## src/rtl/ecd_pkg.sv

```systemverilog
package ecd_pkg;

  // ********************************************************************
  // Opcode fields
  // ********************************************************************
  localparam int unsigned CLASS_MSB     = 7;
  localparam int unsigned CLASS_LSB     = 5;
  localparam int unsigned FUNC_MSB      = 4;
  localparam int unsigned FUNC_LSB      = 2;
  localparam int unsigned REG_MSB       = 1;
  localparam int unsigned REG_LSB       = 0;

  // ********************************************************************
  // Operand byte and address fields
  // ********************************************************************
  localparam int unsigned IND_BIT       = 7;
  localparam int unsigned IDXC_MSB      = 6;
  localparam int unsigned IDXC_LSB      = 5;
  localparam int unsigned PAGE_MSB      = 14;
  localparam int unsigned PAGE_LSB      = 13;
  localparam int unsigned OFFS_MSB      = 12;

  // ********************************************************************
  // Constants
  // ********************************************************************
  localparam logic [1:0] COND_ALWAYS    = 2'h3;
  localparam logic [1:0] JUMP_IDX_REG   = 2'h3;
  localparam logic [1:0] DEST_IDX_REG   = 2'h0;
  localparam logic [1:0] IDX_NONE       = 2'h0;
  localparam logic [1:0] IDX_INC        = 2'h1;
  localparam logic [1:0] IDX_DEC        = 2'h2;
  localparam logic [1:0] IDX_PLAIN      = 2'h3;
  localparam logic [7:0] OP_HALT        = 8'h40;
  localparam logic [7:0] OP_NOP         = 8'hc0;
  localparam logic [7:0] OP_ZP_JUMP     = 8'h9b;
  localparam logic [7:0] OP_ZP_CALL     = 8'hbb;
  localparam logic [7:0] OP_IDX_JUMP    = 8'h9f;
  localparam logic [7:0] OP_IDX_CALL    = 8'hbf;
  localparam logic [1:0] LEN_ONE        = 2'h1;
  localparam logic [1:0] LEN_TWO        = 2'h2;
  localparam logic [1:0] LEN_THREE      = 2'h3;
  localparam logic [14:0] RESET_PC      = 15'h0000;

  // ********************************************************************
  // Operation codes
  // ********************************************************************
  typedef enum logic [5:0] {
    OPC_LOAD, OPC_XOR, OPC_AND, OPC_OR, OPC_ADD, OPC_SUB, OPC_STORE, OPC_COMPARE,
    OPC_JUMP_T, OPC_CALL_T, OPC_JUMP_NZ, OPC_CALL_NZ, OPC_JUMP_F, OPC_CALL_F,
    OPC_JUMP_INC, OPC_JUMP_DEC, OPC_ZP_JUMP, OPC_ZP_CALL, OPC_IDX_JUMP, OPC_IDX_CALL,
    OPC_RETURN, OPC_RETURN_EI, OPC_HALT, OPC_NOP, OPC_ROT_L, OPC_ROT_R, OPC_DEC_ADJ,
    OPC_LOAD_PSU, OPC_LOAD_PSL, OPC_STORE_PSU, OPC_STORE_PSL,
    OPC_CLR_PSU, OPC_CLR_PSL, OPC_SET_PSU, OPC_SET_PSL, OPC_TST_PSU, OPC_TST_PSL,
    OPC_MASK_TEST, OPC_RD_CTRL, OPC_RD_DATA, OPC_RD_EXT, OPC_WR_CTRL, OPC_WR_DATA,
    OPC_WR_EXT, OPC_UNDEF
  } ecd_op_e;

  typedef enum logic [1:0] {
    MODE_NONE, MODE_IMM, MODE_REL, MODE_ABS
  } ecd_mode_e;

  typedef enum logic [2:0] {
    ST_IDLE  = 3'b000,
    ST_OPND1 = 3'b001,
    ST_OPND2 = 3'b011,
    ST_ISSUE = 3'b010
  } ecd_state_e;

endpackage

```

## src/rtl/ecd_opdec.sv

```systemverilog
`timescale 1ns/10ps
module ecd_opdec (
  // Opcode in
  input  wire logic [7:0]      opcode,
  // Decode out
  output ecd_pkg::ecd_op_e     op,
  output ecd_pkg::ecd_mode_e   mode,
  output logic [1:0]           len,
  output logic                 cond_is_mask,
  output logic                 indexable
);
  logic [2:0] cls;
  logic [2:0] fn;
  always_comb begin
    cls          = opcode[ecd_pkg::CLASS_MSB:ecd_pkg::CLASS_LSB];
    fn           = opcode[ecd_pkg::FUNC_MSB:ecd_pkg::FUNC_LSB];
    op           = ecd_pkg::OPC_UNDEF;
    mode         = ecd_pkg::MODE_NONE;
    cond_is_mask = 1'b0;
    indexable    = 1'b0;
    // Arithmetic groups: top three bits pick the function
    unique case (fn[1:0])
      2'h0: mode = ecd_pkg::MODE_NONE;
      2'h1: mode = ecd_pkg::MODE_IMM;
      2'h2: mode = ecd_pkg::MODE_REL;
      2'h3: mode = ecd_pkg::MODE_ABS;
    endcase
    op = ecd_pkg::ecd_op_e'({3'h0, cls});
    // Only absolute memory forms take an index
    indexable = (fn[1:0] == 2'h3);
    if (fn[2] == 1'b1) begin
      indexable = 1'b0;
      mode      = (fn[1:0] == 2'h3) ? ecd_pkg::MODE_ABS : ecd_pkg::MODE_REL;
      unique case ({cls, fn[1:0]})
        5'b000_10, 5'b000_11: op = ecd_pkg::OPC_JUMP_T;
        5'b001_10, 5'b001_11: op = ecd_pkg::OPC_CALL_T;
        5'b010_10, 5'b010_11: op = ecd_pkg::OPC_JUMP_NZ;
        5'b011_10, 5'b011_11: op = ecd_pkg::OPC_CALL_NZ;
        5'b100_10, 5'b100_11: op = ecd_pkg::OPC_JUMP_F;
        5'b101_10, 5'b101_11: op = ecd_pkg::OPC_CALL_F;
        5'b110_10, 5'b110_11: op = ecd_pkg::OPC_JUMP_INC;
        5'b111_10, 5'b111_11: op = ecd_pkg::OPC_JUMP_DEC;
        default: op = ecd_pkg::OPC_UNDEF;
      endcase
      cond_is_mask = (cls == 3'h0) || (cls == 3'h1) || (cls == 3'h4) || (cls == 3'h5);
      // Control groups sit on the register and immediate codes of the branch half
      unique case (fn[1:0])
        2'h0: begin
          mode         = ecd_pkg::MODE_NONE;
          cond_is_mask = 1'b0;
          unique case (cls)
            3'h0: op = ecd_pkg::OPC_UNDEF;
            3'h1: op = ecd_pkg::OPC_RD_CTRL;
            3'h2: op = ecd_pkg::OPC_ROT_R;
            3'h3: op = ecd_pkg::OPC_RD_DATA;
            3'h4: op = opcode[0] ? ecd_pkg::OPC_LOAD_PSL : ecd_pkg::OPC_LOAD_PSU;
            3'h5: op = ecd_pkg::OPC_WR_CTRL;
            3'h6: op = ecd_pkg::OPC_ROT_L;
            3'h7: op = ecd_pkg::OPC_WR_DATA;
          endcase
        end
        2'h1: begin
          mode = ecd_pkg::MODE_NONE;
          unique case (cls)
            3'h0: op = ecd_pkg::OPC_RETURN;
            3'h1: op = ecd_pkg::OPC_RETURN_EI;
            3'h2: op = ecd_pkg::OPC_RD_EXT;
            3'h3: op = (opcode[1]) ? (opcode[0] ? ecd_pkg::OPC_SET_PSL : ecd_pkg::OPC_SET_PSU)
                                   : (opcode[0] ? ecd_pkg::OPC_CLR_PSL : ecd_pkg::OPC_CLR_PSU);
            3'h4: op = ecd_pkg::OPC_DEC_ADJ;
            3'h5: op = opcode[1] ? ecd_pkg::OPC_UNDEF
                                 : (opcode[0] ? ecd_pkg::OPC_TST_PSL : ecd_pkg::OPC_TST_PSU);
            3'h6: op = ecd_pkg::OPC_WR_EXT;
            3'h7: op = ecd_pkg::OPC_MASK_TEST;
          endcase
          if (cls == 3'h2 || cls == 3'h3 || cls == 3'h5 || cls == 3'h6 || cls == 3'h7) begin
            mode = ecd_pkg::MODE_IMM;
          end
          cond_is_mask = (cls == 3'h0) || (cls == 3'h1);
        end
        default: ;
      endcase
    end
    // Specific one-off codes
    unique case (opcode)
      8'h00: op = ecd_pkg::OPC_LOAD;
      8'h10, 8'h11: op = ecd_pkg::OPC_UNDEF;
      8'h12: op = ecd_pkg::OPC_STORE_PSU;
      8'h13: op = ecd_pkg::OPC_STORE_PSL;
      8'h20: op = ecd_pkg::OPC_XOR;
      8'h40: op = ecd_pkg::OPC_HALT;
      8'h41, 8'h42, 8'h43: op = ecd_pkg::OPC_AND;
      8'h60: op = ecd_pkg::OPC_OR;
      8'h80: op = ecd_pkg::OPC_ADD;
      8'h90, 8'h91: op = ecd_pkg::OPC_UNDEF;
      8'h9b: op = ecd_pkg::OPC_ZP_JUMP;
      8'h9f: op = ecd_pkg::OPC_IDX_JUMP;
      8'ha0: op = ecd_pkg::OPC_SUB;
      8'hb6, 8'hb7: op = ecd_pkg::OPC_UNDEF;
      8'hbb: op = ecd_pkg::OPC_ZP_CALL;
      8'hbf: op = ecd_pkg::OPC_IDX_CALL;
      8'hc0: op = ecd_pkg::OPC_NOP;
      8'hc4, 8'hc5, 8'hc6, 8'hc7: op = ecd_pkg::OPC_UNDEF;
      8'he0: op = ecd_pkg::OPC_COMPARE;
      default: ;
    endcase
    if (opcode == 8'h40 || opcode == 8'hc0 || opcode == 8'h12 || opcode == 8'h13) begin
      mode = ecd_pkg::MODE_NONE;
    end
    // Unknown codes behave as a one-byte no-op
    if (op == ecd_pkg::OPC_UNDEF) begin
      mode      = ecd_pkg::MODE_NONE;
      indexable = 1'b0;
    end
    // Length follows addressing form
    unique case (mode)
      ecd_pkg::MODE_NONE: len = ecd_pkg::LEN_ONE;
      ecd_pkg::MODE_IMM:  len = ecd_pkg::LEN_TWO;
      ecd_pkg::MODE_REL:  len = ecd_pkg::LEN_TWO;
      ecd_pkg::MODE_ABS:  len = ecd_pkg::LEN_THREE;
    endcase
  end
endmodule

```

## src/rtl/ecd_ea.sv

```systemverilog
`timescale 1ns/10ps
module ecd_ea (
  // Address inputs
  input  wire logic [14:0] pc_next,
  input  wire logic [6:0]  rel_disp,
  input  wire logic [14:0] abs_base,
  input  wire logic [7:0]  index_val,
  input  wire logic        use_index,
  // Address outputs
  output logic      [14:0] rel_addr,
  output logic      [14:0] abs_addr
);
  logic [12:0] rel_low;
  logic [12:0] abs_low;
  always_comb begin
    // Sign-extend and wrap inside 8K page
    rel_low  = pc_next[ecd_pkg::OFFS_MSB:0] + {{6{rel_disp[6]}}, rel_disp};
    rel_addr = {pc_next[ecd_pkg::PAGE_MSB:ecd_pkg::PAGE_LSB], rel_low};
    // No carry into page bits
    abs_low  = abs_base[ecd_pkg::OFFS_MSB:0] + (use_index ? {5'h00, index_val} : 13'h0000);
    abs_addr = {abs_base[ecd_pkg::PAGE_MSB:ecd_pkg::PAGE_LSB], abs_low};
  end
endmodule

```

## src/rtl/ecd_decode.sv

```systemverilog
`timescale 1ns/10ps
module ecd_decode (
  // Clock and reset
  input  wire logic                ref_clk,
  input  wire logic                rst_n,
  // Program memory
  output logic      [14:0]         fetch_addr,
  output logic                     fetch_req,
  input  wire logic [7:0]          fetch_data,
  input  wire logic                fetch_valid,
  // Register file view
  input  wire logic [7:0]          index_val,
  input  wire logic [7:0]          branch_reg_val,
  input  wire logic [1:0]          cond_code,
  // Execution handshake
  input  wire logic                exec_ready,
  input  wire logic                branch_taken,
  input  wire logic [14:0]         branch_target,
  input  wire logic                resume,
  // Issued instruction
  output logic                     issue_valid,
  output ecd_pkg::ecd_op_e         issue_op,
  output logic      [2:0]          issue_func,
  output logic      [1:0]          issue_reg,
  output logic      [1:0]          issue_dest,
  output logic      [1:0]          issue_len,
  output logic      [7:0]          issue_imm,
  output logic      [14:0]         issue_ea,
  output logic                     issue_indirect,
  output logic                     issue_cond_true,
  output logic                     issue_idx_we,
  output logic      [1:0]          issue_idx_reg,
  output logic      [7:0]          issue_idx_val,
  output logic                     issue_reg_we,
  output logic      [7:0]          issue_reg_val,
  output logic                     issue_undef,
  output logic                     halted
);

  // ********************************************************************
  // State
  // ********************************************************************
  typedef struct packed {
    ecd_pkg::ecd_state_e st;
    logic [14:0]         pc;
    logic [7:0]          opc;
    logic [7:0]          b1;
    logic [7:0]          b2;
    logic                halt;
    logic                valid;
    ecd_pkg::ecd_op_e    op;
    logic [1:0]          dest;
    logic [1:0]          len;
    logic [14:0]         ea;
    logic                ind;
    logic                ctrue;
    logic                idx_we;
    logic [1:0]          idx_reg;
    logic [7:0]          idx_val;
    logic                reg_we;
    logic [7:0]          reg_val;
  } ecd_state_s;

  ecd_state_s cur_ff;
  ecd_state_s nxt_cur;

  ecd_pkg::ecd_op_e   dec_op;
  ecd_pkg::ecd_mode_e dec_mode;
  logic [1:0]         dec_len;
  logic               dec_mask;
  logic               dec_indexable;
  logic [14:0]        rel_addr;
  logic [14:0]        abs_addr;
  logic [14:0]        abs_base;
  logic [14:0]        pc_inc;
  logic [7:0]         idx_new;
  logic [1:0]         idx_ctl;
  logic               use_idx;
  logic               is_idx_br;
  logic [7:0]         br_new;

  // ********************************************************************
  // Decode and address units
  // ********************************************************************
  ecd_opdec u_opdec (
    .opcode       (cur_ff.opc),
    .op           (dec_op),
    .mode         (dec_mode),
    .len          (dec_len),
    .cond_is_mask (dec_mask),
    .indexable    (dec_indexable)
  );

  // Memory forms stay in the current page, since b1[6:5] is index control there
  assign abs_base = dec_indexable ? {cur_ff.pc[ecd_pkg::PAGE_MSB:ecd_pkg::PAGE_LSB], cur_ff.b1[4:0], cur_ff.b2}
                                  : {cur_ff.b1[6:0], cur_ff.b2};

  ecd_ea u_ea (
    .pc_next   (cur_ff.pc),
    .rel_disp  (cur_ff.b1[6:0]),
    .abs_base  (abs_base),
    .index_val (idx_new),
    .use_index (use_idx),
    .rel_addr  (rel_addr),
    .abs_addr  (abs_addr)
  );

  // ********************************************************************
  // Next state
  // ********************************************************************
  always_comb begin
    nxt_cur  = cur_ff;
    // Fetch address wraps inside page
    pc_inc   = {cur_ff.pc[ecd_pkg::PAGE_MSB:ecd_pkg::PAGE_LSB], 13'(cur_ff.pc[ecd_pkg::OFFS_MSB:0] + 13'h0001)};
    is_idx_br = (dec_op == ecd_pkg::OPC_IDX_JUMP) || (dec_op == ecd_pkg::OPC_IDX_CALL);
    idx_ctl  = cur_ff.b1[ecd_pkg::IDXC_MSB:ecd_pkg::IDXC_LSB];
    // No auto step on indexed jump or call
    use_idx  = (dec_indexable && idx_ctl != ecd_pkg::IDX_NONE) || is_idx_br;
    // Pre-step wraps modulo 256
    if (dec_indexable && idx_ctl == ecd_pkg::IDX_INC) begin
      idx_new = 8'(index_val + 8'h01);
    end else if (dec_indexable && idx_ctl == ecd_pkg::IDX_DEC) begin
      idx_new = 8'(index_val - 8'h01);
    end else begin
      idx_new = index_val;
    end
    br_new = (dec_op == ecd_pkg::OPC_JUMP_INC) ? 8'(branch_reg_val + 8'h01) : 8'(branch_reg_val - 8'h01);
    nxt_cur.valid = 1'b0;
    unique case (cur_ff.st)
      ecd_pkg::ST_IDLE: begin
        if (resume) begin
          nxt_cur.halt = 1'b0;
        end
        if (!cur_ff.halt && fetch_valid) begin
          nxt_cur.opc = fetch_data;
          nxt_cur.pc  = pc_inc;
          nxt_cur.st  = ecd_pkg::ST_OPND1;
        end
      end
      ecd_pkg::ST_OPND1: begin
        if (dec_len == ecd_pkg::LEN_ONE) begin
          nxt_cur.st = ecd_pkg::ST_ISSUE;
        end else if (fetch_valid) begin
          nxt_cur.b1 = fetch_data;
          nxt_cur.pc = pc_inc;
          nxt_cur.st = (dec_len == ecd_pkg::LEN_THREE) ? ecd_pkg::ST_OPND2 : ecd_pkg::ST_ISSUE;
        end
      end
      ecd_pkg::ST_OPND2: begin
        if (fetch_valid) begin
          nxt_cur.b2 = fetch_data;
          nxt_cur.pc = pc_inc;
          nxt_cur.st = ecd_pkg::ST_ISSUE;
        end
      end
      ecd_pkg::ST_ISSUE: begin
        if (exec_ready) begin
          nxt_cur.valid  = 1'b1;
          nxt_cur.op     = dec_op;
          nxt_cur.len    = dec_len;
          nxt_cur.ind    = (dec_mode == ecd_pkg::MODE_REL || dec_mode == ecd_pkg::MODE_ABS)
                           && cur_ff.b1[ecd_pkg::IND_BIT];
          // Relative forms never indexed
          nxt_cur.ea     = (dec_mode == ecd_pkg::MODE_ABS) ? abs_addr : rel_addr;
          // Indexed memory ops write register zero
          nxt_cur.dest   = (dec_indexable && idx_ctl != ecd_pkg::IDX_NONE) ? ecd_pkg::DEST_IDX_REG
                                                                           : cur_ff.opc[1:0];
          nxt_cur.idx_we  = dec_indexable && (idx_ctl == ecd_pkg::IDX_INC || idx_ctl == ecd_pkg::IDX_DEC);
          // Indexed jump and call fixed on register 3
          nxt_cur.idx_reg = is_idx_br ? ecd_pkg::JUMP_IDX_REG : cur_ff.opc[1:0];
          nxt_cur.idx_val = idx_new;
          nxt_cur.reg_we  = (dec_op == ecd_pkg::OPC_JUMP_INC) || (dec_op == ecd_pkg::OPC_JUMP_DEC);
          nxt_cur.reg_val = br_new;
          unique case (dec_op)
            ecd_pkg::OPC_JUMP_T, ecd_pkg::OPC_CALL_T, ecd_pkg::OPC_RETURN, ecd_pkg::OPC_RETURN_EI:
              nxt_cur.ctrue = (cur_ff.opc[1:0] == ecd_pkg::COND_ALWAYS)
                              || (cur_ff.opc[1:0] == cond_code);
            // Condition 3 never reaches here as a false
            ecd_pkg::OPC_JUMP_F, ecd_pkg::OPC_CALL_F:
              nxt_cur.ctrue = (cur_ff.opc[1:0] != cond_code);
            ecd_pkg::OPC_JUMP_NZ, ecd_pkg::OPC_CALL_NZ:
              nxt_cur.ctrue = (branch_reg_val != 8'h00);
            ecd_pkg::OPC_JUMP_INC, ecd_pkg::OPC_JUMP_DEC:
              nxt_cur.ctrue = (br_new != 8'h00);
            ecd_pkg::OPC_ZP_JUMP, ecd_pkg::OPC_ZP_CALL, ecd_pkg::OPC_IDX_JUMP, ecd_pkg::OPC_IDX_CALL:
              nxt_cur.ctrue = 1'b1;
            default: nxt_cur.ctrue = 1'b0;
          endcase
          if (dec_op == ecd_pkg::OPC_ZP_JUMP || dec_op == ecd_pkg::OPC_ZP_CALL) begin
            nxt_cur.ea = {2'h0, 13'(rel_addr[ecd_pkg::OFFS_MSB:0] - cur_ff.pc[ecd_pkg::OFFS_MSB:0])};
          end
          nxt_cur.halt = (dec_op == ecd_pkg::OPC_HALT);
          nxt_cur.st   = ecd_pkg::ST_IDLE;
        end
      end
    endcase
    // Only branches move to another page
    if (branch_taken) begin
      nxt_cur.pc = branch_target;
    end
  end

  always_ff @(posedge ref_clk) begin
    if (!rst_n) begin
      cur_ff <= '{st: ecd_pkg::ST_IDLE, pc: ecd_pkg::RESET_PC, op: ecd_pkg::OPC_NOP, default: '0};
    end else begin
      cur_ff <= nxt_cur;
    end
  end

  // ********************************************************************
  // Outputs
  // ********************************************************************
  assign fetch_addr      = cur_ff.pc;
  assign fetch_req       = !cur_ff.halt && cur_ff.st != ecd_pkg::ST_ISSUE
                           && !(cur_ff.st == ecd_pkg::ST_OPND1 && dec_len == ecd_pkg::LEN_ONE);
  assign issue_valid     = cur_ff.valid;
  assign issue_op        = cur_ff.op;
  assign issue_func      = cur_ff.opc[ecd_pkg::CLASS_MSB:ecd_pkg::CLASS_LSB];
  assign issue_reg       = cur_ff.opc[1:0];
  assign issue_dest      = cur_ff.dest;
  assign issue_len       = cur_ff.len;
  assign issue_imm       = cur_ff.b1;
  assign issue_ea        = cur_ff.ea;
  assign issue_indirect  = cur_ff.ind;
  assign issue_cond_true = cur_ff.ctrue;
  assign issue_idx_we    = cur_ff.idx_we;
  assign issue_idx_reg   = cur_ff.idx_reg;
  assign issue_idx_val   = cur_ff.idx_val;
  assign issue_reg_we    = cur_ff.reg_we;
  assign issue_reg_val   = cur_ff.reg_val;
  assign issue_undef     = cur_ff.valid && cur_ff.op == ecd_pkg::OPC_UNDEF;
  assign halted          = cur_ff.halt;
endmodule

```

## config.mk

```make
export PLATFORM = sky130hd
export DESIGN_NAME = ecd_decode
export DESIGN_NICKNAME = d
export VERILOG_FILES = /design/src/rtl/ecd_pkg.sv /design/src/rtl/ecd_opdec.sv /design/src/rtl/ecd_ea.sv /design/src/rtl/ecd_decode.sv
export SDC_FILE = /design/constraint.sdc
export NUM_CORES = 1
export LEC_CHECK = 0
export BUFFER_PORTS_ARGS = -buffer_cell sky130_fd_sc_hd__buf_2
export CAP_MARGIN = 20
export CORE_MARGIN = 2
export CORE_UTILIZATION = 58
export DETAILED_ROUTE_END_ITERATION = 8
export GPL_TIMING_DRIVEN = 0
export MAX_ROUTING_LAYER = met4
export PLACE_DENSITY = 0.82
export SETUP_SLACK_MARGIN = 0.15
export SYNTH_ARGS = -nofsm -noshare
export SYNTH_HDL_FRONTEND = slang
export SYNTH_SLANG_ARGS = --single-unit
```

## constraint.sdc

```tcl
create_clock -name ref_clk -period 5.19 [get_ports ref_clk]
set_input_delay 0.7785 -clock ref_clk [delete_from_list [all_inputs] [get_ports ref_clk]]
set_output_delay 0.7785 -clock ref_clk [all_outputs]
set_load 0.01 [all_outputs]
```

==> flow_summary_export.csv, run 1 <==
group,metric,value,unit
status,run_status,"finished, final reports clean",
floorplan,die-height,118,um
placed_design,port_buffers,124,
pwr,comb_power_share,26.6,%
setup_path,critical_path.endpoint_type,"flop",
logic_synthesis,postSynthAreaPerCell,7.77,um^2
routing,wl_per_cell,17.1,um
logic_synthesis,post_synth_most_frequent_cells,"sky130_fd_sc_hd__nand2_1, sky130_fd_sc_hd__dfxtp_1, sky130_fd_sc_hd__nor2_1",
sta,timing.final.setup_violations,0,
layout,syn_to_final_growth,16.2,%
setup_path,critical_path_required,5460,ps
setup_path,path_depth,21,
clocking,cts_tree,"yes",
routing,drt_pass1_iterations,5,
clocking,cts_root_buf,"sky130_fd_sc_hd__clkbuf_16",
grt,grt_pass1_vias,6966,
routing,num_vias,7636,
clocking,htreeDepth,3,
sta,setup-tns-final,0,ps
clocking,latest_clock_arrival_within_the_worst_skew_pair,370,ps
sta,fin_crit_sh,93.5,%
setup_path,crit_end,"issue_ea[10]",
sta,finalClockSkew,15.1,ps
logic_synthesis,synth-async-reset-ratio,0,%
setup_path,critical_path.slowest_cell,"sky130_fd_sc_hd__a311oi_2",
setup_path,ff2ff_setup_slack,340,ps
logic_synthesis,synth_most_common_cell,"sky130_fd_sc_hd__nand2_1",
routing,final_wirelength,22200,um
logic_synthesis,syn-num-nets,1088,
logic_synthesis,synthDominantCellAreaShare,24.7,%
floorplan,num_rows,41,
setup_path,cp-startpoint,"issue_reg[0]",
pwr,sequentialPowerShare,39.2,%
sta,timing_worst_slew_pin_value,647,ps
sta,rsz_0062_raised_after_global_routing,"no",
setup_path,worst-setup-path-type,"reg -> reg",
sta,fin_hold_ws,459,ps
pwr,power.static_leakage,0.00406,uW
sta,relSlewSlack,56.3,%
layout,area.sequential,1880,um^2
routing,first_iter_violations,744,
grt,gr-total-overflow,0,
placed_design,post-dp-hpwl,16900,um
floorplan,io_pins,126,
floorplan,initial_utilization,59.8,%
layout,combined_area_of_the_multi_input_logic_cells,4910,um^2
setup_path,critical_path.top_delay_family,"compound AO/OA/AOI/OAI gates",
layout,fraction_of_layout_instances_using_a_drive_strength_above_1,23.8,%
clocking,cts.sink_count,94,
pwr,net-switching-power,671,uW
floorplan,core_region_area,12700,um^2
placed_design,gp_routability_congestion,1.05,
clocking,cts.reportedPaths.clkPinSlew,80,ps
setup_path,arrival,5120,ps
clocking,cts_hold_buffers,0,
sta,finalMaxSlewViolations,0,
logic_synthesis,synth.lib_cells_used.distinct,78,
pwr,intPower,1310,uW
floorplan,die_area,14000,um^2
grt,groute.usage.overall,31.8,%
layout,insertedDiodeCount,0,
clocking,clk_buf_depth,2,
floorplan,die-width,118,um
placed_design,pre_cts_ws,-252,ps
pwr,max-vdd-ir-drop,0.000134,V
sta,timing.fmax,0.206,GHz
setup_path,crit_path_max_incr_delay,380,ps
layout,fin_area,8840,um^2
hold_path,hold_path.class,"reg -> reg",
logic_synthesis,dominantRegCellSynth,"sky130_fd_sc_hd__dfxtp_1",
setup_path,worst-r2r-cell-count,21,
grt,grt_pass1_wl,34900,um
layout,fin_nets,1229,
setup_path,setup.worst_path.start_class,"flop",
logic_synthesis,syn_inst,978,
grt,grt_start_max_net_pins,20,
setup_path,worst_reg2reg_path_endpoint,"issue_ea[10]",
logic_synthesis,synthesis.area,7600,um^2
setup_path,cell_chain_of_the_critical_path,"clkbuf_4 -> inv_1 -> ha_1 -> or2_2 -> nor2b_1 -> a311oi_2 -> o211ai_2 -> a21oi_2 -> and2_4 -> nor2b_1 -> clkbuf_4 -> nor2_1 -> ha_1 -> a211o_1 -> a21oi_1 -> o21ai_1 -> a21oi_2 -> nand3b_1 -> xor2_1 -> a211o_1 -> a31oi_1",
setup_path,worst-path-max-fanout,8,
placed_design,post_dp_cell_area,8440,um^2
sta,finalCriticalPeriod,4850,ps
pwr,power.share.switching,33.9,%
logic_synthesis,synth-seq-area-share,24.7,%
logic_synthesis,synth_edf_count,0,
setup_path,r2r_start,"issue_reg[0]",
logic_synthesis,flip_flop_and_latch_count_after_synthesis,94,
setup_path,worstPathBufferInverterCount,3,
grt,antenna_found_initial,0,
logic_synthesis,post-synth-top-area-cell,"sky130_fd_sc_hd__dfxtp_1",
routing,ant_nets,0,
pwr,power.clock.fraction,34.2,%
pwr,pwr_density_cell,224,nW/um^2
sta,finalHoldViolations,0,
sta,postLayoutSetupSlackWorst,337,ps
logic_synthesis,synthesis_warnings,0,
routing,drt_drc_violations_left,0,
routing,detail_route.vias_per_cell,5.89,
job,max_cap_viol,0,
layout,fillerInstances,1134,
logic_synthesis,yosys-top-cells-area,"sky130_fd_sc_hd__dfxtp_1, sky130_fd_sc_hd__ha_1, sky130_fd_sc_hd__buf_4",
layout,post-route-util,69.5,%
clocking,cts-buffers-inserted,9,
-- area by class of cell --
| type | count | area share, % |
|---|---|---|
| clock inverter | 7 | 0.821 |
| sequential | 94 | 21.3 |
| clock buffer | 9 | 2.55 |
| multi-input combinational | 735 | 55.6 |
| timing repair buffer | 130 | 7.53 |
| buffer | 117 | 8.41 |
| tap | 172 | 2.43 |
| inverter | 32 | 1.36 |
-- how the worst min path moves through the flow --
| stage | start | endpoint | cells past startpoint |
|---|---|---|---|
| 4_1_cts | issue_dest[0] | issue_dest[0] | 2 |
| 2_1_floorplan | issue_dest[0] | issue_dest[0] | 2 |
| 5_1_grt | issue_dest[1] | issue_dest[1] | 2 |
| 3_3_place_gp | issue_ea[14] | issue_ea[14] | 2 |
| 3_5_place_dp | issue_dest[0] | issue_dest[0] | 2 |
| 6_report | issue_dest[0] | issue_dest[0] | 2 |
-- layer usage --
layer / routed length (um) / GRT usage (%)
met5: 0 / -
met4: 812 / 13.8
met3: 1490 / 5.41
met2: 10600 / 52.1
met1: 9270 / 38.4
-- layout by cell type, fill, tap and decap left out, drive strengths merged, types with 5 or more instances in the layout --
| cell | synthesis | routed |
|---|---|---|
| o21ai | 54 | 54 |
| xnor2 | 34 | 34 |
| a211oi | 21 | 21 |
| inv | 32 | 37 |
| nand3b | 5 | 5 |
| ha | 59 | 59 |
| nand3 | 37 | 37 |
| mux2i | 22 | 22 |
| a32oi | 8 | 8 |
| nand2 | 100 | 100 |
| clkbuf | 35 | 43 |
| xor2 | 12 | 12 |
| o21bai | 10 | 10 |
| nor2 | 85 | 85 |
| a221oi | 6 | 6 |
| dfxtp | 94 | 94 |
| nor2b | 16 | 16 |
| nand4 | 8 | 8 |
| a21o | 9 | 9 |
| or3 | 6 | 6 |
| a21oi | 84 | 84 |
| or2 | 5 | 5 |
| nand2b | 11 | 11 |
| buf | 82 | 213 |
| a31oi | 10 | 10 |
| and3 | 19 | 19 |
| o31a | 5 | 5 |
| o21a | 15 | 15 |
| nor3 | 21 | 21 |
| nor4 | 5 | 5 |
| o211ai | 12 | 12 |
-- kinds of logic (layout without fill, tap and decap cells) --
family | Yosys count | in the layout | share of synthesized area, %
flops | 94 | 94 | 24.7
compound gates | 264 | 264 | 22.9
mux | 26 | 26 | 3.49
fa+ha+maj | 63 | 63 | 10.8
simple gates | 336 | 336 | 21.5
buf+inv | 149 | 295 | 11.2
xor+xnor | 46 | 46 | 5.30
-- power by group through the flow --
stage / logic (uW) / clock network [uW] / registers (uW)
after floorplan: 368 / 0 / 780
after global placement: 492 / 0 / 791
after detailed placement: 497 / 0 / 791
after CTS: 507 / 673 / 775
after global routing: 575 / 701 / 779
final: 526 / 678 / 776
-- worst min-delay path: stages, from the launching register on --
cell and delay (ps):
sky130_fd_sc_hd__dfxtp_1 310, sky130_fd_sc_hd__nand2_1 50, sky130_fd_sc_hd__a21oi_1 50
-- repair_timing --
item / 4_1_cts / 5_1_grt
cloned: 0 / 0
setup buffers: 2 / 4
endpoints found under the setup margin: 17 / 19
gates resized for setup: 6 / 17
pin swaps: 1 / 4
hold endpoints to repair: 0 / 0
-- stage by stage --
stage               total power [uW]  cells
global placement                1280   1274
CTS                             1960   1292
floorplan                       1150    978
global route                    2050   1296
detailed placement              1290   1274
finish                          1980   1296
No activity file was read; power rests on OpenSTA's default activity.
==> inputs of run 2 (changes only) <==
Settings changed: BUFFER_PORTS_ARGS -buffer_cell sky130_fd_sc_hd__buf_2 to -buffer_cell sky130_fd_sc_hd__buf_4.
==> run 2 against run 1 <==
- sequential share of layout area shrank 0.73 points
- total power is 0.26% higher
- worst setup slack better by 11 ps
- largest cell class unchanged
- count of clock-buffer cells in the layout unchanged
- via count fell by 1.6%
- wire length rose by 1.5%
- worst hold slack got worse by 6.6 ps
- combinational power rose by 4.8%
- critical endpoint unchanged
- global-route usage up 1.2 points
- fmax is 0.22% higher
- first-iteration DRC count is 9.3% higher
- sequential power barely moved
==> flow_summary_export.csv, run 2 (synthesis gave the netlist of run 1 again) <==
group,metric,value,unit
routing,detail_route.vias_per_cell,5.79,
floorplan,die-width,118,um
layout,layout.cells.most_common_list,"sky130_fd_sc_hd__buf_4, sky130_fd_sc_hd__nand2_1, sky130_fd_sc_hd__dfxtp_1, sky130_fd_sc_hd__nor2_1, sky130_fd_sc_hd__a21oi_1",
sta,rsz_0062_raised_after_global_routing,"yes",
floorplan,core_region_area,12700,um^2
hold_path,holdPathEnd,"issue_ea[14]",
sta,finalCriticalPeriod,4840,ps
setup_path,arrival,5130,ps
setup_path,r2r_start,"issue_reg[1]",
placed_design,port_buffers,124,
sta,timing_worst_slew_pin_value,737,ps
clocking,cts.reportedPaths.clkPinSlew,70,ps
setup_path,worst-r2r-cell-count,21,
clocking,cts.sink_count,94,
sta,finalMaxSlewViolations,0,
sta,finalHoldViolations,0,
routing,wl_per_cell,17.4,um
setup_path,ff2ff_setup_slack,350,ps
routing,first_iter_violations,813,
setup_path,cell_chain_of_the_critical_path,"inv_1 -> ha_1 -> nand2_1 -> a21oi_1 -> o31ai_1 -> a31o_2 -> a21oi_2 -> and2_1 -> nor2b_1 -> clkbuf_4 -> nor2_1 -> ha_1 -> fa_1 -> a211o_1 -> a21oi_1 -> o21ai_1 -> a21oi_2 -> nand3b_1 -> xor2_1 -> a211o_1 -> a31oi_1",
sta,timing.final.setup_violations,0,
grt,grt_pass1_wl,35900,um
hold_path,holdPathStages,2,
setup_path,worst-path-max-fanout,9,
routing,num_vias,7512,
setup_path,worst-setup-path-type,"reg -> reg",
layout,fin_area,9140,um^2
clocking,htreeDepth,3,
pwr,max-vdd-ir-drop,0.000232,V
placed_design,gp_routability_congestion,0.957,
floorplan,die-height,118,um
floorplan,die_area,14000,um^2
routing,drt_drc_violations_left,0,
pwr,power.static_leakage,0.00411,uW
pwr,pwr_density_cell,217,nW/um^2
job,max_cap_viol,0,
grt,grt_pass1_vias,6891,
status,run_status,"finished, final reports clean",
grt,groute.usage.overall,33.0,%
clocking,cts-buffers-inserted,9,
setup_path,critical_path.endpoint_type,"flop",
sta,fin_crit_sh,93.3,%
routing,drt_pass1_iterations,6,
layout,fin_nets,1230,
pwr,report.power.total,1990,uW
placed_design,post_dp_cell_area,8750,um^2
hold_path,min_from,"issue_ea[14]",
grt,antenna_found_initial,0,
layout,fillerInstances,1114,
routing,final_wirelength,22500,um
sta,postLayoutSetupSlackWorst,348,ps
grt,grt_start_max_net_pins,19,
layout,fraction_of_layout_instances_using_a_drive_strength_above_1,23.6,%
placed_design,post-dp-hpwl,17300,um
clocking,cts_hold_buffers,0,
setup_path,worst_reg2reg_path_endpoint,"issue_ea[10]",
clocking,clk_buf_depth,2,
clocking,cts_root_buf,"sky130_fd_sc_hd__clkbuf_16",
setup_path,critical_path_required,5480,ps
setup_path,crit_path_max_incr_delay,610,ps
clocking,cts_tree,"yes",
sta,relSlewSlack,50.8,%
clocking,latest_clock_arrival_within_the_worst_skew_pair,360,ps
sta,timing.fmax,0.207,GHz
setup_path,critical_path.slowest_cell,"sky130_fd_sc_hd__dfxtp_1",
floorplan,num_rows,41,
grt,gr-total-overflow,0,
routing,ant_nets,0,
setup_path,setup.worst_path.start_class,"flop",
floorplan,initial_utilization,59.8,%
placed_design,pre_cts_ws,-291,ps
hold_path,hold_path.class,"reg -> reg",
floorplan,io_pins,126,
layout,syn_to_final_growth,20.3,%
sta,finalClockSkew,11.0,ps
layout,insertedDiodeCount,0,
layout,layout_commonest_cell,"sky130_fd_sc_hd__buf_4",
[run 2: how the worst max path moves through the flow]
stage / start / endpoint / slack (ps) / depth (start not counted)
after floorplan: issue_reg[0] / issue_ea[10] / 760 / 21
after CTS: issue_reg[0] / issue_ea[10] / 190 / 22
after global placement: issue_reg[0] / issue_ea[10] / -300 / 21
after detailed placement: issue_reg[0] / fetch_addr[12] / -290 / 20
final: issue_reg[1] / issue_ea[10] / 350 / 21
after global routing: issue_reg[0] / issue_ea[10] / 150 / 22
[run 2: layer usage]
layer,up-vias,GRT usage (%),routed length (um)
li1,3702,-,-
met1,3411,40.8,9410
met2,320,52.8,10600
met3,79,5.16,1580
met4,0,15.3,961
met5,-,-,0
[run 2: final cells by class]
| type | instances | area (um^2) | area share, % |
|---|---|---|---|
| flip-flops and latches | 94 | 1880 | 20.6 |
| multi-input cells | 735 | 4910 | 53.7 |
| repair buffers | 131 | 983 | 10.8 |
| well taps | 172 | 215 | 2.35 |
| inverters | 32 | 120 | 1.31 |
| plain buffers | 117 | 746 | 8.16 |
| clock buffers | 9 | 225 | 2.46 |
| clock inverters | 7 | 61.3 | 0.670 |
[run 2: worst max-delay path, delay by kind of cell, from the launching register on]
family	cells	cell delay, ps
simple gates	5	640
buf+inv	2	370
compound gates	10	2200
xor+xnor	1	70
flops	1	610
fa+ha+maj	3	880
[run 2: stage by stage]
stage | TNS, ps | util, % | hold WS, ps | cells
after CTS | 0 | 71.3 | 456 | 1291
after global placement | -3160 | 68.8 | 441 | 1274
after floorplan | 0 | - | 432 | 978
after detailed placement | -3590 | 68.8 | 446 | 1274
after global routing | 0 | 71.9 | 483 | 1297
final | 0 | 71.9 | 453 | 1297
[run 2: where the power goes]
group	internal (uW)	total, uW	switching, uW	leakage [uW]
Combinational	246	551	305	0.00320
Clock	336	658	322	0.000141
Sequential	745	776	31.5	0.000763
Total	1330	1990	659	0.00411
[run 2: what timing repair did]
| item | CTS | global route |
|---|---|---|
| gates resized for setup | 6 | 15 |
| setup endpoints to repair | 19 | 24 |
| setup buffers | 1 | 6 |
| pin swaps | 1 | 4 |
==> inputs of run 3 (changes only) <==
Settings changed: CORE_UTILIZATION 58 to 62, PLACE_DENSITY 0.82 to 0.87.
Clock period 5.19 ns to 5.8 ns, I/O delays scaled along.
==> run 3 against run 2 <==
- combinational power decreased by 13%
- wire length down 0.31%
- clock power increased by 2%
- final area decreased by 1.1%
- register-to-register slack gained 240 ps
- first-iteration DRC count is 13% lower
- worst hold slack improved by 0.80 ps
- fmax shrank 7.2%
- sequential share of layout area rose by 0.22 points
- utilization is 3.5 points higher
- critical path depth unchanged
- count of clock-buffer cells in the layout is 1 higher
- critical path type unchanged
==> flow_summary_export.csv, run 3 (synthesis gave the netlist of run 1 again) <==
group,metric,value,unit
clocking,cts_tree,"yes",
clocking,postCtsResizedCells,0,
clocking,latest_clock_arrival_within_the_worst_skew_pair,360,ps
routing,first_iter_violations,705,
sta,finalMaxSlewViolations,0,
hold_path,hold_path.class,"reg -> reg",
grt,grt_pass1_wl,35200,um
layout,fin_nets,1223,
pwr,max-vdd-ir-drop,0.000119,V
clocking,cts.reportedPaths.clkPinSlew,80,ps
setup_path,critical_path_required,6080,ps
floorplan,core_region_area,12000,um^2
clocking,cts_root_buf,"sky130_fd_sc_hd__clkbuf_16",
layout,insertedDiodeCount,0,
clocking,clk_buf_depth,2,
setup_path,worst-setup-path-type,"reg -> reg",
setup_path,setup.worst_path.start_class,"flop",
setup_path,cell_chain_of_the_critical_path,"clkbuf_2 -> inv_1 -> ha_1 -> or2_2 -> nor2b_1 -> a311oi_2 -> o211ai_2 -> a21oi_2 -> and2_1 -> nor2b_1 -> buf_2 -> nor2_1 -> ha_1 -> a211o_1 -> a21oi_1 -> o21ai_0 -> a21oi_1 -> nand3b_1 -> xor2_1 -> a211o_1 -> a31oi_1",
setup_path,crit_path_max_incr_delay,500,ps
job,max_cap_viol,0,
setup_path,r2r_start,"issue_reg[0]",
grt,grt_pass1_vias,6988,
status,run_status,"finished, final reports clean",
floorplan,initial_utilization,63.3,%
hold_path,min_from,"issue_ea[14]",
setup_path,worst-path-max-fanout,8,
floorplan,num_rows,40,
grt,antenna_found_initial,0,
layout,syn_to_final_growth,19.0,%
setup_path,cp-startpoint,"issue_reg[0]",
routing,ant_nets,0,
routing,num_vias,7658,
routing,detail_route.vias_per_cell,6.05,
sta,rsz_0062_raised_after_global_routing,"no",
placed_design,post-dp-hpwl,17300,um
clocking,htreeDepth,3,
layout,fin_area,9050,um^2
floorplan,die-height,115,um
clocking,cts-buffers-inserted,9,
grt,gr-total-overflow,0,
pwr,pwr_density_cell,203,nW/um^2
routing,drt_drc_violations_left,0,
sta,finalCriticalPeriod,5220,ps
sta,timing_worst_slew_pin_value,705,ps
floorplan,io_pins,126,
layout,fraction_of_layout_instances_using_a_drive_strength_above_1,22.3,%
layout,layout_commonest_cell,"sky130_fd_sc_hd__buf_4",
routing,final_wirelength,22400,um
layout,layout.cells.most_common_list,"sky130_fd_sc_hd__buf_4, sky130_fd_sc_hd__nand2_1, sky130_fd_sc_hd__dfxtp_1, sky130_fd_sc_hd__nor2_1, sky130_fd_sc_hd__a21oi_1",
grt,groute.usage.overall,35.2,%
routing,wl_per_cell,17.7,um
placed_design,port_buffers,124,
floorplan,die-width,115,um
sta,timing.final.setup_violations,0,
placed_design,gp_routability_congestion,1.00,
routing,drt_pass1_iterations,5,
clocking,cts_setup_buffers,0,
setup_path,critical_path.slowest_cell,"sky130_fd_sc_hd__a311oi_2",
clocking,cts.sink_count,94,
setup_path,critical_path.endpoint_type,"flop",
sta,finalHoldViolations,0,
sta,timing.fmax,0.192,GHz
sta,finalClockSkew,13.7,ps
setup_path,arrival,5500,ps
grt,grt_start_max_net_pins,18,
sta,fin_crit_sh,89.9,%
pwr,power.static_leakage,0.00408,uW
placed_design,post_dp_cell_area,8720,um^2
sta,relSlewSlack,52.6,%
floorplan,die_area,13200,um^2
sta,setup-tns-final,0,ps
clocking,cts_hold_buffers,0,
## run 3: cell types whose count changed in the layout (fill, tap and decap cells not counted), moves of 2 or more
cell and change:
sky130_fd_sc_hd__buf_4 -7, sky130_fd_sc_hd__clkbuf_4 -3, sky130_fd_sc_hd__clkbuf_1 +3, sky130_fd_sc_hd__ha_1 +2
sky130_fd_sc_hd__ha_2 -2, sky130_fd_sc_hd__bufinv_16 +2, sky130_fd_sc_hd__a21oi_1 +2
## run 3: through the flow
step / power, uW / utilization, % / hold slack (ps) / setup WS [ps] / instances
floorplan: 1030 / - / 432 / 1370 / 978
global placement: 1170 / 72.6 / 442 / 350 / 1249
detailed placement: 1170 / 72.6 / 447 / 340 / 1249
CTS: 1830 / 75.3 / 456 / 306 / 1265
global route: 1910 / 75.3 / 486 / 227 / 1265
finish: 1840 / 75.3 / 453 / 585 / 1265
## run 3: report_power, final
group / switching (uW) / internal [uW]
Combinational: 270 / 208
Clock: 282 / 386
Sequential: 27.7 / 667
## run 3: critical path, delay by kind of cell (launching register included)
kind            cells  cell delay [ps]
compound gates      9             2490
simple gates        6             1060
buf+inv             3              590
fa+ha+maj           2              560
flops               1              380
xor+xnor            1               70
## run 3: layer usage
| layer | routed length (um) | share of wire [%] | up-vias | GRT usage [%] |
|---|---|---|---|---|
| met3 | 1540 | 6.9 | 73 | 4.96 |
| li1 | - | - | 3692 | - |
| met1 | 9010 | 40 | 3554 | 42.1 |
| met2 | 10900 | 49 | 339 | 58.5 |
| met4 | 959 | 4.3 | 0 | 16.8 |
| met5 | 0 | 0 | - | - |
## run 3: area by class of cell
cell class	instances	area, um^2
inverters	32	120
repair buffers	124	931
clock buffers	10	229
multi-input cells	735	4870
well taps	147	184
fillers	944	2960
clock inverters	6	97.6
plain buffers	117	736
flip-flops and latches	94	1880
## run 3: final timing paths
path | end | slack, ps | depth (start not counted)
max | issue_ea[10] | 580 | 21
min | issue_ea[14] | 450 | 2
max reg2reg | issue_ea[10] | 580 | 21
min reg2reg | issue_ea[14] | 450 | 2
